## src/pkg/csmc_map.vh

```
`ifndef CSMC_MAP_VH
`define CSMC_MAP_VH

// Register addresses on the special-function register bus
`define CSMC_ADDR_MODE_A 8'hAF
`define CSMC_ADDR_MODE_B 8'hF3
`define CSMC_ADDR_THR_HI 8'hFE
`define CSMC_ADDR_THR_LO 8'hFD
`define CSMC_ADDR_RES_LO 8'hED
`define CSMC_ADDR_RES_HI 8'hEE

// Reset values
`define CSMC_RST_MODE_A 8'h07
`define CSMC_RST_MODE_B 8'h40
`define CSMC_RST_ZERO 8'h00

// Mode A field positions
`define CSMC_A_RSVD 7
`define CSMC_A_POL 6
`define CSMC_A_DR_HI 5
`define CSMC_A_DR_LO 4
`define CSMC_A_WAKE 3
`define CSMC_A_CG_HI 2
`define CSMC_A_CG_LO 0

// Mode B field positions
`define CSMC_B_CR_HI 7
`define CSMC_B_CR_LO 6
`define CSMC_B_DT_HI 5
`define CSMC_B_DT_LO 3
`define CSMC_B_IA_HI 2
`define CSMC_B_IA_LO 0

// Clock rate in MHz
`define CSMC_CLK_MHZ 125

// Primary discharge times in ns
`define CSMC_DT0_NS 750
`define CSMC_DT1_NS 1000
`define CSMC_DT2_NS 1200
`define CSMC_DT3_NS 1500
`define CSMC_DT4_NS 2000
`define CSMC_DT5_NS 3000
`define CSMC_DT6_NS 6000
`define CSMC_DT7_NS 12000

// Secondary reset extensions in ns
`define CSMC_DR1_NS 750
`define CSMC_DR2_NS 1500
`define CSMC_DR3_NS 2250

// Least times round up to whole cycles
`define CSMC_CYC(ns) (((ns) * `CSMC_CLK_MHZ + 999) / 1000)

// Conversion lengths in converter clocks
`define CSMC_CR0_CLK 5'h0C
`define CSMC_CR1_CLK 5'h0D
`define CSMC_CR2_CLK 5'h0E
`define CSMC_CR3_CLK 5'h10

`endif

```

## src/csmc_mode_config.v

```verilog
`timescale 1ns/1ps
`default_nettype none
`include "csmc_map.vh"

// How it works
// - Polarity 0: above threshold; 1: at or below
// - Secondary reset adds 0, 0.75, 1.5, 2.25 us
// - Bit 3 picks the wake-up source
// - Gain equals field value plus one
// - Rate code sets 12, 13, 14, 16 clocks
// - Result width equals selected clock count
// - Discharge code sets primary reset duration
// - Current field scales charge current in eighths
// - Threshold is high and low byte pair
// - Last result held in readable byte pair
module csmc_mode_config #(
	parameter CONV_DIV = 4 // System clocks per converter clock
) (
	input wire clock, // System clock
	input wire rst_n, // Synchronous reset, active low
	input wire [7:0] sfrAddr, // Register address
	input wire [7:0] sfrWdata, // Write data
	input wire sfrWrite, // Write strobe, one cycle
	input wire sfrRead, // Read strobe, one cycle
	input wire convStart, // Start one conversion, one cycle
	input wire sampleBit, // Front end decision bit, MSB first
	output reg [7:0] sfrRdata, // Read data, one cycle after strobe
	output reg dischargeActive, // Primary discharge phase
	output reg secondaryActive, // Secondary reset phase
	output reg converting, // Conversion in progress
	output reg convClock, // Converter clock pulse during conversion
	output reg [3:0] gainValue, // Capacitance gain 1..8
	output reg [3:0] chargeEighths, // Charge current in eighths
	output reg endOfScan, // Conversion done, one cycle
	output reg cmpInterrupt, // Comparator hit, one cycle
	output reg wakeEvent // Wake-up request, one cycle
);

	// Sequencer states
	localparam ST_IDLE = 3'd0;
	localparam ST_DISCH = 3'd1;
	localparam ST_SECOND = 3'd2;
	localparam ST_CONV = 3'd3;
	localparam ST_DONE = 3'd4;

	// Phase lengths in whole cycles; kept as integers, cut to 12 bits on use
	localparam integer DT0_CYC = `CSMC_CYC(`CSMC_DT0_NS);
	localparam integer DT1_CYC = `CSMC_CYC(`CSMC_DT1_NS);
	localparam integer DT2_CYC = `CSMC_CYC(`CSMC_DT2_NS);
	localparam integer DT3_CYC = `CSMC_CYC(`CSMC_DT3_NS);
	localparam integer DT4_CYC = `CSMC_CYC(`CSMC_DT4_NS);
	localparam integer DT5_CYC = `CSMC_CYC(`CSMC_DT5_NS);
	localparam integer DT6_CYC = `CSMC_CYC(`CSMC_DT6_NS);
	localparam integer DT7_CYC = `CSMC_CYC(`CSMC_DT7_NS);
	localparam integer DR1_CYC = `CSMC_CYC(`CSMC_DR1_NS);
	localparam integer DR2_CYC = `CSMC_CYC(`CSMC_DR2_NS);
	localparam integer DR3_CYC = `CSMC_CYC(`CSMC_DR3_NS);

	reg [7:0] modeA; // First mode register
	reg [7:0] modeB; // Second mode register
	reg [7:0] thrHigh; // Threshold high byte
	reg [7:0] thrLow; // Threshold low byte
	reg [15:0] result; // Last completed conversion
	reg [15:0] shiftReg; // Bits gathered during conversion
	reg [2:0] state; // Sequencer state
	reg [11:0] phaseCount; // Remaining cycles of a timed phase
	reg [4:0] bitCount; // Converter clocks left
	reg [7:0] divCount; // Converter clock divider
	reg [2:0] next_state; // Next sequencer state
	reg [11:0] dischCycles; // Primary discharge length
	reg [11:0] secondCycles; // Secondary extension length
	reg [4:0] convClocks; // Converter clocks per conversion
	reg hit; // Comparator decision on the new result
	reg [15:0] newResult; // Shift register with sampleBit appended, combinational; taken into shiftReg each converter clock
	wire [15:0] threshold; // Assembled threshold
	wire divTick; // Converter clock enable

	assign threshold = {thrHigh, thrLow};
	assign divTick = (divCount == (CONV_DIV[7:0] - 8'h01));

	// Primary discharge length from its code; 111 doubles 110
	always @* begin
		case (modeB[`CSMC_B_DT_HI:`CSMC_B_DT_LO])
		3'b000: dischCycles = DT0_CYC[11:0];
		3'b001: dischCycles = DT1_CYC[11:0];
		3'b010: dischCycles = DT2_CYC[11:0];
		3'b011: dischCycles = DT3_CYC[11:0];
		3'b100: dischCycles = DT4_CYC[11:0];
		3'b101: dischCycles = DT5_CYC[11:0];
		3'b110: dischCycles = DT6_CYC[11:0];
		default: dischCycles = DT7_CYC[11:0];
		endcase
	end

	// Secondary extension; code 00 skips the phase entirely
	always @* begin
		case (modeA[`CSMC_A_DR_HI:`CSMC_A_DR_LO])
		2'b00: secondCycles = 12'h000;
		2'b01: secondCycles = DR1_CYC[11:0];
		2'b10: secondCycles = DR2_CYC[11:0];
		default: secondCycles = DR3_CYC[11:0];
		endcase
	end

	// Conversion length in converter clocks
	always @* begin
		case (modeB[`CSMC_B_CR_HI:`CSMC_B_CR_LO])
		2'b00: convClocks = `CSMC_CR0_CLK;
		2'b01: convClocks = `CSMC_CR1_CLK;
		2'b10: convClocks = `CSMC_CR2_CLK;
		default: convClocks = `CSMC_CR3_CLK;
		endcase
	end

	// One bit gathered per converter clock, so width tracks length
	always @* begin
		newResult = {shiftReg[14:0], sampleBit};
		if (modeA[`CSMC_A_POL]) begin
			hit = (shiftReg <= threshold);
		end else begin
			hit = (shiftReg > threshold);
		end
	end

	// Sequencer next state
	always @* begin
		next_state = state;
		case (state)
		ST_IDLE: begin
			if (convStart) begin
				next_state = ST_DISCH;
			end
		end
		ST_DISCH: begin
			if (phaseCount == 12'h001) begin
				next_state = (secondCycles == 12'h000) ?
					ST_CONV : ST_SECOND;
			end
		end
		ST_SECOND: begin
			if (phaseCount == 12'h001) begin
				next_state = ST_CONV;
			end
		end
		ST_CONV: begin
			if (divTick && bitCount == 5'd1) begin
				next_state = ST_DONE;
			end
		end
		ST_DONE: next_state = ST_IDLE;
		default: next_state = ST_IDLE;
		endcase
	end

	// Register file writes; reserved bit is stored as written
	always @(posedge clock) begin
		if (!rst_n) begin
			modeA <= `CSMC_RST_MODE_A;
			modeB <= `CSMC_RST_MODE_B;
			thrHigh <= `CSMC_RST_ZERO;
			thrLow <= `CSMC_RST_ZERO;
		end else if (sfrWrite) begin
			case (sfrAddr)
			`CSMC_ADDR_MODE_A: modeA <= sfrWdata;
			`CSMC_ADDR_MODE_B: modeB <= sfrWdata;
			`CSMC_ADDR_THR_HI: thrHigh <= sfrWdata;
			`CSMC_ADDR_THR_LO: thrLow <= sfrWdata;
			default: ;
			endcase
		end
	end

	// Read data; unmapped addresses return zero
	always @(posedge clock) begin
		if (!rst_n) begin
			sfrRdata <= 8'h00;
		end else if (sfrRead) begin
			case (sfrAddr)
			`CSMC_ADDR_MODE_A: sfrRdata <= modeA;
			`CSMC_ADDR_MODE_B: sfrRdata <= modeB;
			`CSMC_ADDR_THR_HI: sfrRdata <= thrHigh;
			`CSMC_ADDR_THR_LO: sfrRdata <= thrLow;
			`CSMC_ADDR_RES_LO: sfrRdata <= result[7:0];
			`CSMC_ADDR_RES_HI: sfrRdata <= result[15:8];
			default: sfrRdata <= 8'h00;
			endcase
		end
	end

	// Sequencer, divider and result capture
	always @(posedge clock) begin
		if (!rst_n) begin
			state <= ST_IDLE;
			phaseCount <= 12'h000;
			bitCount <= 5'd0;
			divCount <= 8'h00;
			shiftReg <= 16'h0000;
			result <= 16'h0000;
		end else begin
			state <= next_state;
			// Divider runs only while converting so every bit is full length
			if (state == ST_CONV && !divTick) begin
				divCount <= divCount + 8'h01;
			end else begin
				divCount <= 8'h00;
			end
			case (state)
			ST_IDLE: begin
				phaseCount <= dischCycles;
				shiftReg <= 16'h0000;
			end
			ST_DISCH: begin
				phaseCount <= (phaseCount == 12'h001) ?
					secondCycles : phaseCount - 12'h001;
				bitCount <= convClocks;
			end
			ST_SECOND: begin
				phaseCount <= phaseCount - 12'h001;
				bitCount <= convClocks;
			end
			ST_CONV: begin
				if (divTick) begin
					shiftReg <= newResult;
					bitCount <= bitCount - 5'd1;
				end
			end
			ST_DONE: result <= shiftReg;
			default: ;
			endcase
		end
	end

	// Registered outputs; events fire in the cycle the result is latched
	always @(posedge clock) begin
		if (!rst_n) begin
			dischargeActive <= 1'b0;
			secondaryActive <= 1'b0;
			converting <= 1'b0;
			convClock <= 1'b0;
			gainValue <= 4'h8;
			chargeEighths <= 4'h8;
			endOfScan <= 1'b0;
			cmpInterrupt <= 1'b0;
			wakeEvent <= 1'b0;
		end else begin
			dischargeActive <= (next_state == ST_DISCH);
			secondaryActive <= (next_state == ST_SECOND);
			converting <= (next_state == ST_CONV);
			convClock <= (state == ST_CONV) && divTick;
			gainValue <= {1'b0, modeA[`CSMC_A_CG_HI:`CSMC_A_CG_LO]}
				+ 4'h1;
			// Code 000 means full current, others are n eighths
			if (modeB[`CSMC_B_IA_HI:`CSMC_B_IA_LO] == 3'b000) begin
				chargeEighths <= 4'h8;
			end else begin
				chargeEighths <= {1'b0,
					modeB[`CSMC_B_IA_HI:`CSMC_B_IA_LO]};
			end
			endOfScan <= (state == ST_DONE);
			cmpInterrupt <= (state == ST_DONE) && hit;
			// Wake select 1 adds end of scan as a source
			wakeEvent <= (state == ST_DONE) && (hit ||
				modeA[`CSMC_A_WAKE]);
		end
	end

endmodule // csmc_mode_config
`default_nettype wire

```

## config.mk

```make
export PLATFORM = sky130hd
export DESIGN_NAME = csmc_mode_config
export DESIGN_NICKNAME = d
export VERILOG_FILES = /design/src/csmc_mode_config.v
export VERILOG_INCLUDE_DIRS = /design/src /design/src/pkg
export SDC_FILE = /design/constraint.sdc
export NUM_CORES = 1
export LEC_CHECK = 0
export BUFFER_PORTS_ARGS = -buffer_cell sky130_fd_sc_hd__buf_4
export CAP_MARGIN = 20
export CORE_UTILIZATION = 48
export CTS_BUF_LIST = sky130_fd_sc_hd__clkbuf_8
export DETAILED_ROUTE_END_ITERATION = 8
export PLACE_DENSITY = 0.66
export RECOVER_POWER = 100
export SKIP_CTS_REPAIR_TIMING = 1
export SLEW_MARGIN = 20
export SYNTH_ARGS = -nofsm -noshare
export SYNTH_HDL_FRONTEND = slang
export SYNTH_SLANG_ARGS = --single-unit
```

## constraint.sdc

```tcl
create_clock -name clock -period 2.75 [get_ports clock]
set_clock_uncertainty 0.05 [all_clocks]
set_input_delay 0.6875 -clock clock [delete_from_list [all_inputs] [get_ports clock]]
set_output_delay 0.6875 -clock clock [all_outputs]
set_load 0.02 [all_outputs]
```

Word level (Yosys, flattened, before mapping)
Index checks and enable logic that the tools add are counted. Widths: inputs -> output; s select.

Output and inout port bits: 23. Bits of input ports: 22. Bits in registers: 115.

Bitwise logic cells: 1. Add/subtract/negate cells: 4. Equal/unequal tests: 27. Mux-type cells: 18. $lt $le $gt $ge: 2. Reductions and logical operators: 25.

Operators with widths (number): $pmux 11 s7 (1); $eq 8x8->1 const B (6); $pmux 8 s6 (1); $pmux 12 s3 (1); $pmux 16 s2 (1); $pmux 9 s3 (1); $eq 3x2->1 const B (6); $gt 16x16->1 (1); $le 16x16->1 (1); $mux 16 (1); $pmux 5 s3 (1); $reduce_and 2->1 (7); $eq 12x1->1 const B (1); $eq 3x3->1 const B (4); $logic_not 12->1 (1); $mux 12 (1); $mux 3 (4); $pmux 3 s4 (1); $sub 12x1->12 const B (1); $pmux 5 s2 (1); $eq 3x1->1 const B (3); $logic_not 3->1 (3); $add 8x1->8 const B (1); $eq 8x2->1 const B (1); 17 further kinds (27).

Depth between registers and ports, before layout
Word-level depth: 7. Depth in mapped cells: 8. Gate-level depth less buffers: 8.

Worst setup path after synthesis
Ideal clock, no wire load.

Path type: input -> register. From: input sfrAddr[4]. To: register modeA[3]. Slack: 0.839 ns. Arrival: 1.791 ns. Required time: 2.630 ns. Stages: 6. Setup time: 0.070 ns. Cell sequence: nand3b_1 > nor4_4 > and2_1 > buf_2 > nand2_1 > a21boi_1.

Word-level cells in the longest chain between the ends: 2.

Ends and longest elaborated chain: start: declaration (line csmc_mode_config.v:21) `input wire [7:0] sfrAddr,`; $eq 8x8->1 (line csmc_mode_config.v:163) `case (sfrAddr)`; $reduce_and 2->1 (no source line); end signal: assignment (line csmc_mode_config.v:158) `` modeA <= `CSMC_RST_MODE_A; ``; end signal: assignment (line csmc_mode_config.v:164) `` `CSMC_ADDR_MODE_A: modeA <= sfrWdata; ``; end: declaration (line csmc_mode_config.v:59) `reg [7:0] modeA;`.

Every way passes these cells. A chain may end at the register's enable or synchronous reset.

Final worst setup path
From: register state[2]. To: register shiftReg[9].

Word-level cells in the longest chain between the ends: 3. Elaborated cells between the ends (all ways): 6. Classes of those cells: 2 x eq/ne; 1 x mux; 3 x reduce/logical.

Ends and longest elaborated chain: start: declaration (line csmc_mode_config.v:65) `reg [2:0] state;`; start signal: assignment (line csmc_mode_config.v:200) `state <= next_state;`; $eq 3x2->1 or $logic_not 3->1 (tied branches) (line csmc_mode_config.v:207) `case (state)`; $ne 2x2->1 (no source line) or $reduce_bool 2->1 (tied branches); $reduce_and 2->1 (no source line); end signal: assignment (line csmc_mode_config.v:223) `shiftReg <= newResult;`; end: declaration (line csmc_mode_config.v:64) `reg [15:0] shiftReg;`.

Parallel ways exist; a longest one is shown, timed or not.

==> results.toml <==
[run_status]
run_status = "finished with violations"
failing_checks = "DRC"

[detailed_routing]
first_pass_iters = 7
num_vias = 5042
drtIter0Drc = 562
post-route-drc-count = 6
finalWirelength_mm = 14.7
detail_route.vias_per_cell = 5.73
routed_wire_length_per_instance_um = 16.7
ant_nets = 0

[cells_and_area]
multi_input_area_sq_um = 3100
fillCellCount = 1120
layoutNonFillerInstCount = 880
final_layout_size_suffix_gt1_frac = 0.100
final_net_count = 773
insertedDiodeCount = 0
areaGrowthSynthToFinish_pct = 10.3
register_area_sq_um = 2300

[synthesis]
top_cell_type_s_share_of_synthesized_area = 0.399
synthesis.area_sq_um = 5770
synth.yosys.seq_area_share = 0.399
ys.warnings.count = 0
post_synth_num_cell_types = 70
synth_commonest_cells = "sky130_fd_sc_hd__nand2_1, sky130_fd_sc_hd__dfxtp_1, sky130_fd_sc_hd__nor2_1"
postSynthRegisterBits = 115
synth_area_leader_cell = "sky130_fd_sc_hd__dfxtp_1"
synthCells = 686
yosys.cell_count.top_type = "sky130_fd_sc_hd__nand2_1"
synthesis.nets = 734
synth_area_per_cell_sq_um = 8.41
synthFlopType = "sky130_fd_sc_hd__dfxtp_1"
top_cells_by_area_synth = "sky130_fd_sc_hd__dfxtp_1, sky130_fd_sc_hd__nand2_1, sky130_fd_sc_hd__ha_1"
synth_async_sr_flop_share = 0
synth_edf_count = 0

[placement]
half_perimeter_wire_length_after_placement_mm = 10.9
gp_congestion = 0.910
numPortBuffers = 44
post-place-cells = 849

[power_and_ir_drop]
leakagePower_uw = 0.00228
power.share.switching = 0.245
net-switching-power_uw = 879
seq_power_share = 0.483
share_comb_of_total_power = 0.078
power.share.clock = 0.439
worst_ir_drop_vdd_v = 0.000296
p_per_area_nw_per_um2 = 563
p_int_uw = 2700

[critical_path]
critical_path.top_delay_family = "compound AO/OA/AOI/OAI gates"
timing.critical_path.from_type = "flop"
critical_path.endpoint_type = "flop"
arrival_time_worst_endpoint_ns = 2.62
slowest_delay_ns = 0.72
timing_worst_setup_path_type = "flop to flop"
largest_fanout_on_the_critical_path = 19
worstPathRequired_ns = 3.06
critical-path-slowest-cell = "sky130_fd_sc_hd__a21oi_2"
critical_path.n_buffers_inverters = 1
critical_path.cell_chain = "nor2_2 > clkbuf_2 > a21oi_2 > nand2_1 > a21boi_0"

[sta]
finalCritPeriodShare = 0.840
min_period_ns = 2.31
fmaxAchievable_mhz = 433
finalSetupViolations = 0
worst_slew_pin_slew_ns = 1.01
timing_hold_violations_final = 0
grt_setup_unrepaired = "false"
slew-limit-headroom = 0.330
drv_slew = 0
final.setup.tns_ns = 0

[global_routing]
grt_antenna_before_repair = 0
grt.total_usage = 0.248
global_route.overflow_total = 0
first_global_vias = 4789
maximum_number_of_pins_on_one_net_before_global_route_repair = 44
global_route_wire_length_before_repair_mm = 24.1

[floorplanning]
io_pins = 45
die_x_um = 112
die_span_in_y_um = 112
placementRows = 39
die-area_sq_um = 12500
floorplan.initialDensity = 0.499
core_region_area_sq_um = 11600

[clock_network]
clkTransAtPathRegs_ns = 0.07
cts_inserted_buffers = 17
root_buffer = "sky130_fd_sc_hd__clkbuf_8"
clock_insertion_delay_worst_skew_ns = 0.44
clock-sinks = 115
clock_path_buffers = 2
tritoncts = "done"
clock_tree.htree_level_count = 4

[worst_hold_path]
hold_path.class = "flop to flop"

[job]
maxCapViolCount = 0
worst reg2reg max path, cell delays in order, from the launching register on:
cell and delay (ns):
sky130_fd_sc_hd__dfxtp_1 0.64, sky130_fd_sc_hd__nor2_2 0.15, sky130_fd_sc_hd__clkbuf_2 0.33, sky130_fd_sc_hd__a21oi_2 0.72, sky130_fd_sc_hd__nand2_1 0.14, sky130_fd_sc_hd__a21boi_0 0.20
power groups by stage:
stage	combinational (uW)	sequential [uW]	clock, uW
floorplan	190	1760	0
global placement	284	1760	0
detailed placement	291	1770	0
CTS	293	1730	1600
global route	308	1730	1680
finish	279	1730	1570
metrics by stage:
stage          hold WS (ns)  total power, uW  utilization  setup WS [ns]  area, sq um
6_report              0.417             3580        0.550          0.439         6360
5_1_grt               0.435             3720        0.550          0.201         6360
4_1_cts               0.415             3620        0.567          0.632         6560
3_5_place_dp          0.406             2060        0.533          0.618         6170
3_3_place_gp          0.402             2050        0.533          0.622         6170
2_1_floorplan         0.381             1950            -          0.839         5770
layout by cell type (no fill, tap or decap), types with 5 or more instances in the layout:
cell	count
sky130_fd_sc_hd__clkinv_2	6
sky130_fd_sc_hd__xor2_1	8
sky130_fd_sc_hd__nor3_1	7
sky130_fd_sc_hd__o21ai_0	35
sky130_fd_sc_hd__nand4_1	5
sky130_fd_sc_hd__clkbuf_1	27
sky130_fd_sc_hd__nand2_1	141
sky130_fd_sc_hd__a22oi_1	10
sky130_fd_sc_hd__and2_0	6
sky130_fd_sc_hd__a21boi_0	54
sky130_fd_sc_hd__dfxtp_1	115
sky130_fd_sc_hd__clkbuf_8	18
sky130_fd_sc_hd__inv_1	32
sky130_fd_sc_hd__a222oi_1	8
sky130_fd_sc_hd__and3_1	5
sky130_fd_sc_hd__buf_4	22
sky130_fd_sc_hd__a31oi_1	12
sky130_fd_sc_hd__nor2_1	38
sky130_fd_sc_hd__and2_1	7
sky130_fd_sc_hd__a21oi_1	34
sky130_fd_sc_hd__nand2b_1	6
sky130_fd_sc_hd__ha_1	26
sky130_fd_sc_hd__nand3_1	32
sequential cells by signal (all words and copies together), names as in the netlist:
name             flops
result              16
shiftReg            16
phaseCount          12
divCount             8
modeA                8
modeB                8
sfrRdata             8
thrHigh              8
thrLow               8
bitCount             5
chargeEighths        4
gainValue            4
state                3
cmpInterrupt         1
convClock            1
converting           1
dischargeActive      1
endOfScan            1
secondaryActive      1
wakeEvent            1
metal layers:
layer / wire [um] / global-route usage / share of wire / vias to the layer above
met4: 362 / 0.113 / 0.025 / 0
met5: 0 / 0 / 0 / -
met2: 6220 / 0.359 / 0.42 / 176
met1: 7100 / 0.348 / 0.48 / 2355
li1: - / - / - / 2485
met3: 1060 / 0.0577 / 0.072 / 26
final timing paths:
| kind | to | slack (ns) | startpoint | cells past startpoint |
|---|---|---|---|---|
| min reg2reg | result[4]$_SDFFE_PN0P_ | 0.42 | result[4]$_SDFFE_PN0P_ | 2 |
| max reg2reg | shiftReg[9]$_SDFFE_PN0P_ | 0.44 | state[2]$_SDFF_PN0_ | 5 |
| min | result[4]$_SDFFE_PN0P_ | 0.42 | result[4]$_SDFFE_PN0P_ | 2 |
| max | shiftReg[9]$_SDFFE_PN0P_ | 0.44 | state[2]$_SDFF_PN0_ | 5 |
cells by family after synthesis:
group / count (synthesis) / share of synthesized area
fa+ha+maj: 26 / 0.0564
simple gates: 284 / 0.247
xor+xnor: 12 / 0.0182
flops: 115 / 0.399
compound gates: 186 / 0.229
mux: 1 / 0.00174
buf+inv: 62 / 0.0486
layout make-up:
| type | instances | area share |
|---|---|---|
| clock buffers | 18 | 0.0389 |
| clock inverters | 13 | 0.0226 |
| inverters | 30 | 0.0177 |
| multi-input cells | 509 | 0.487 |
| flip-flops and latches | 115 | 0.362 |
| well taps | 143 | 0.0281 |
| repair buffers | 52 | 0.0442 |
No activity file was read; power rests on OpenSTA's default activity.
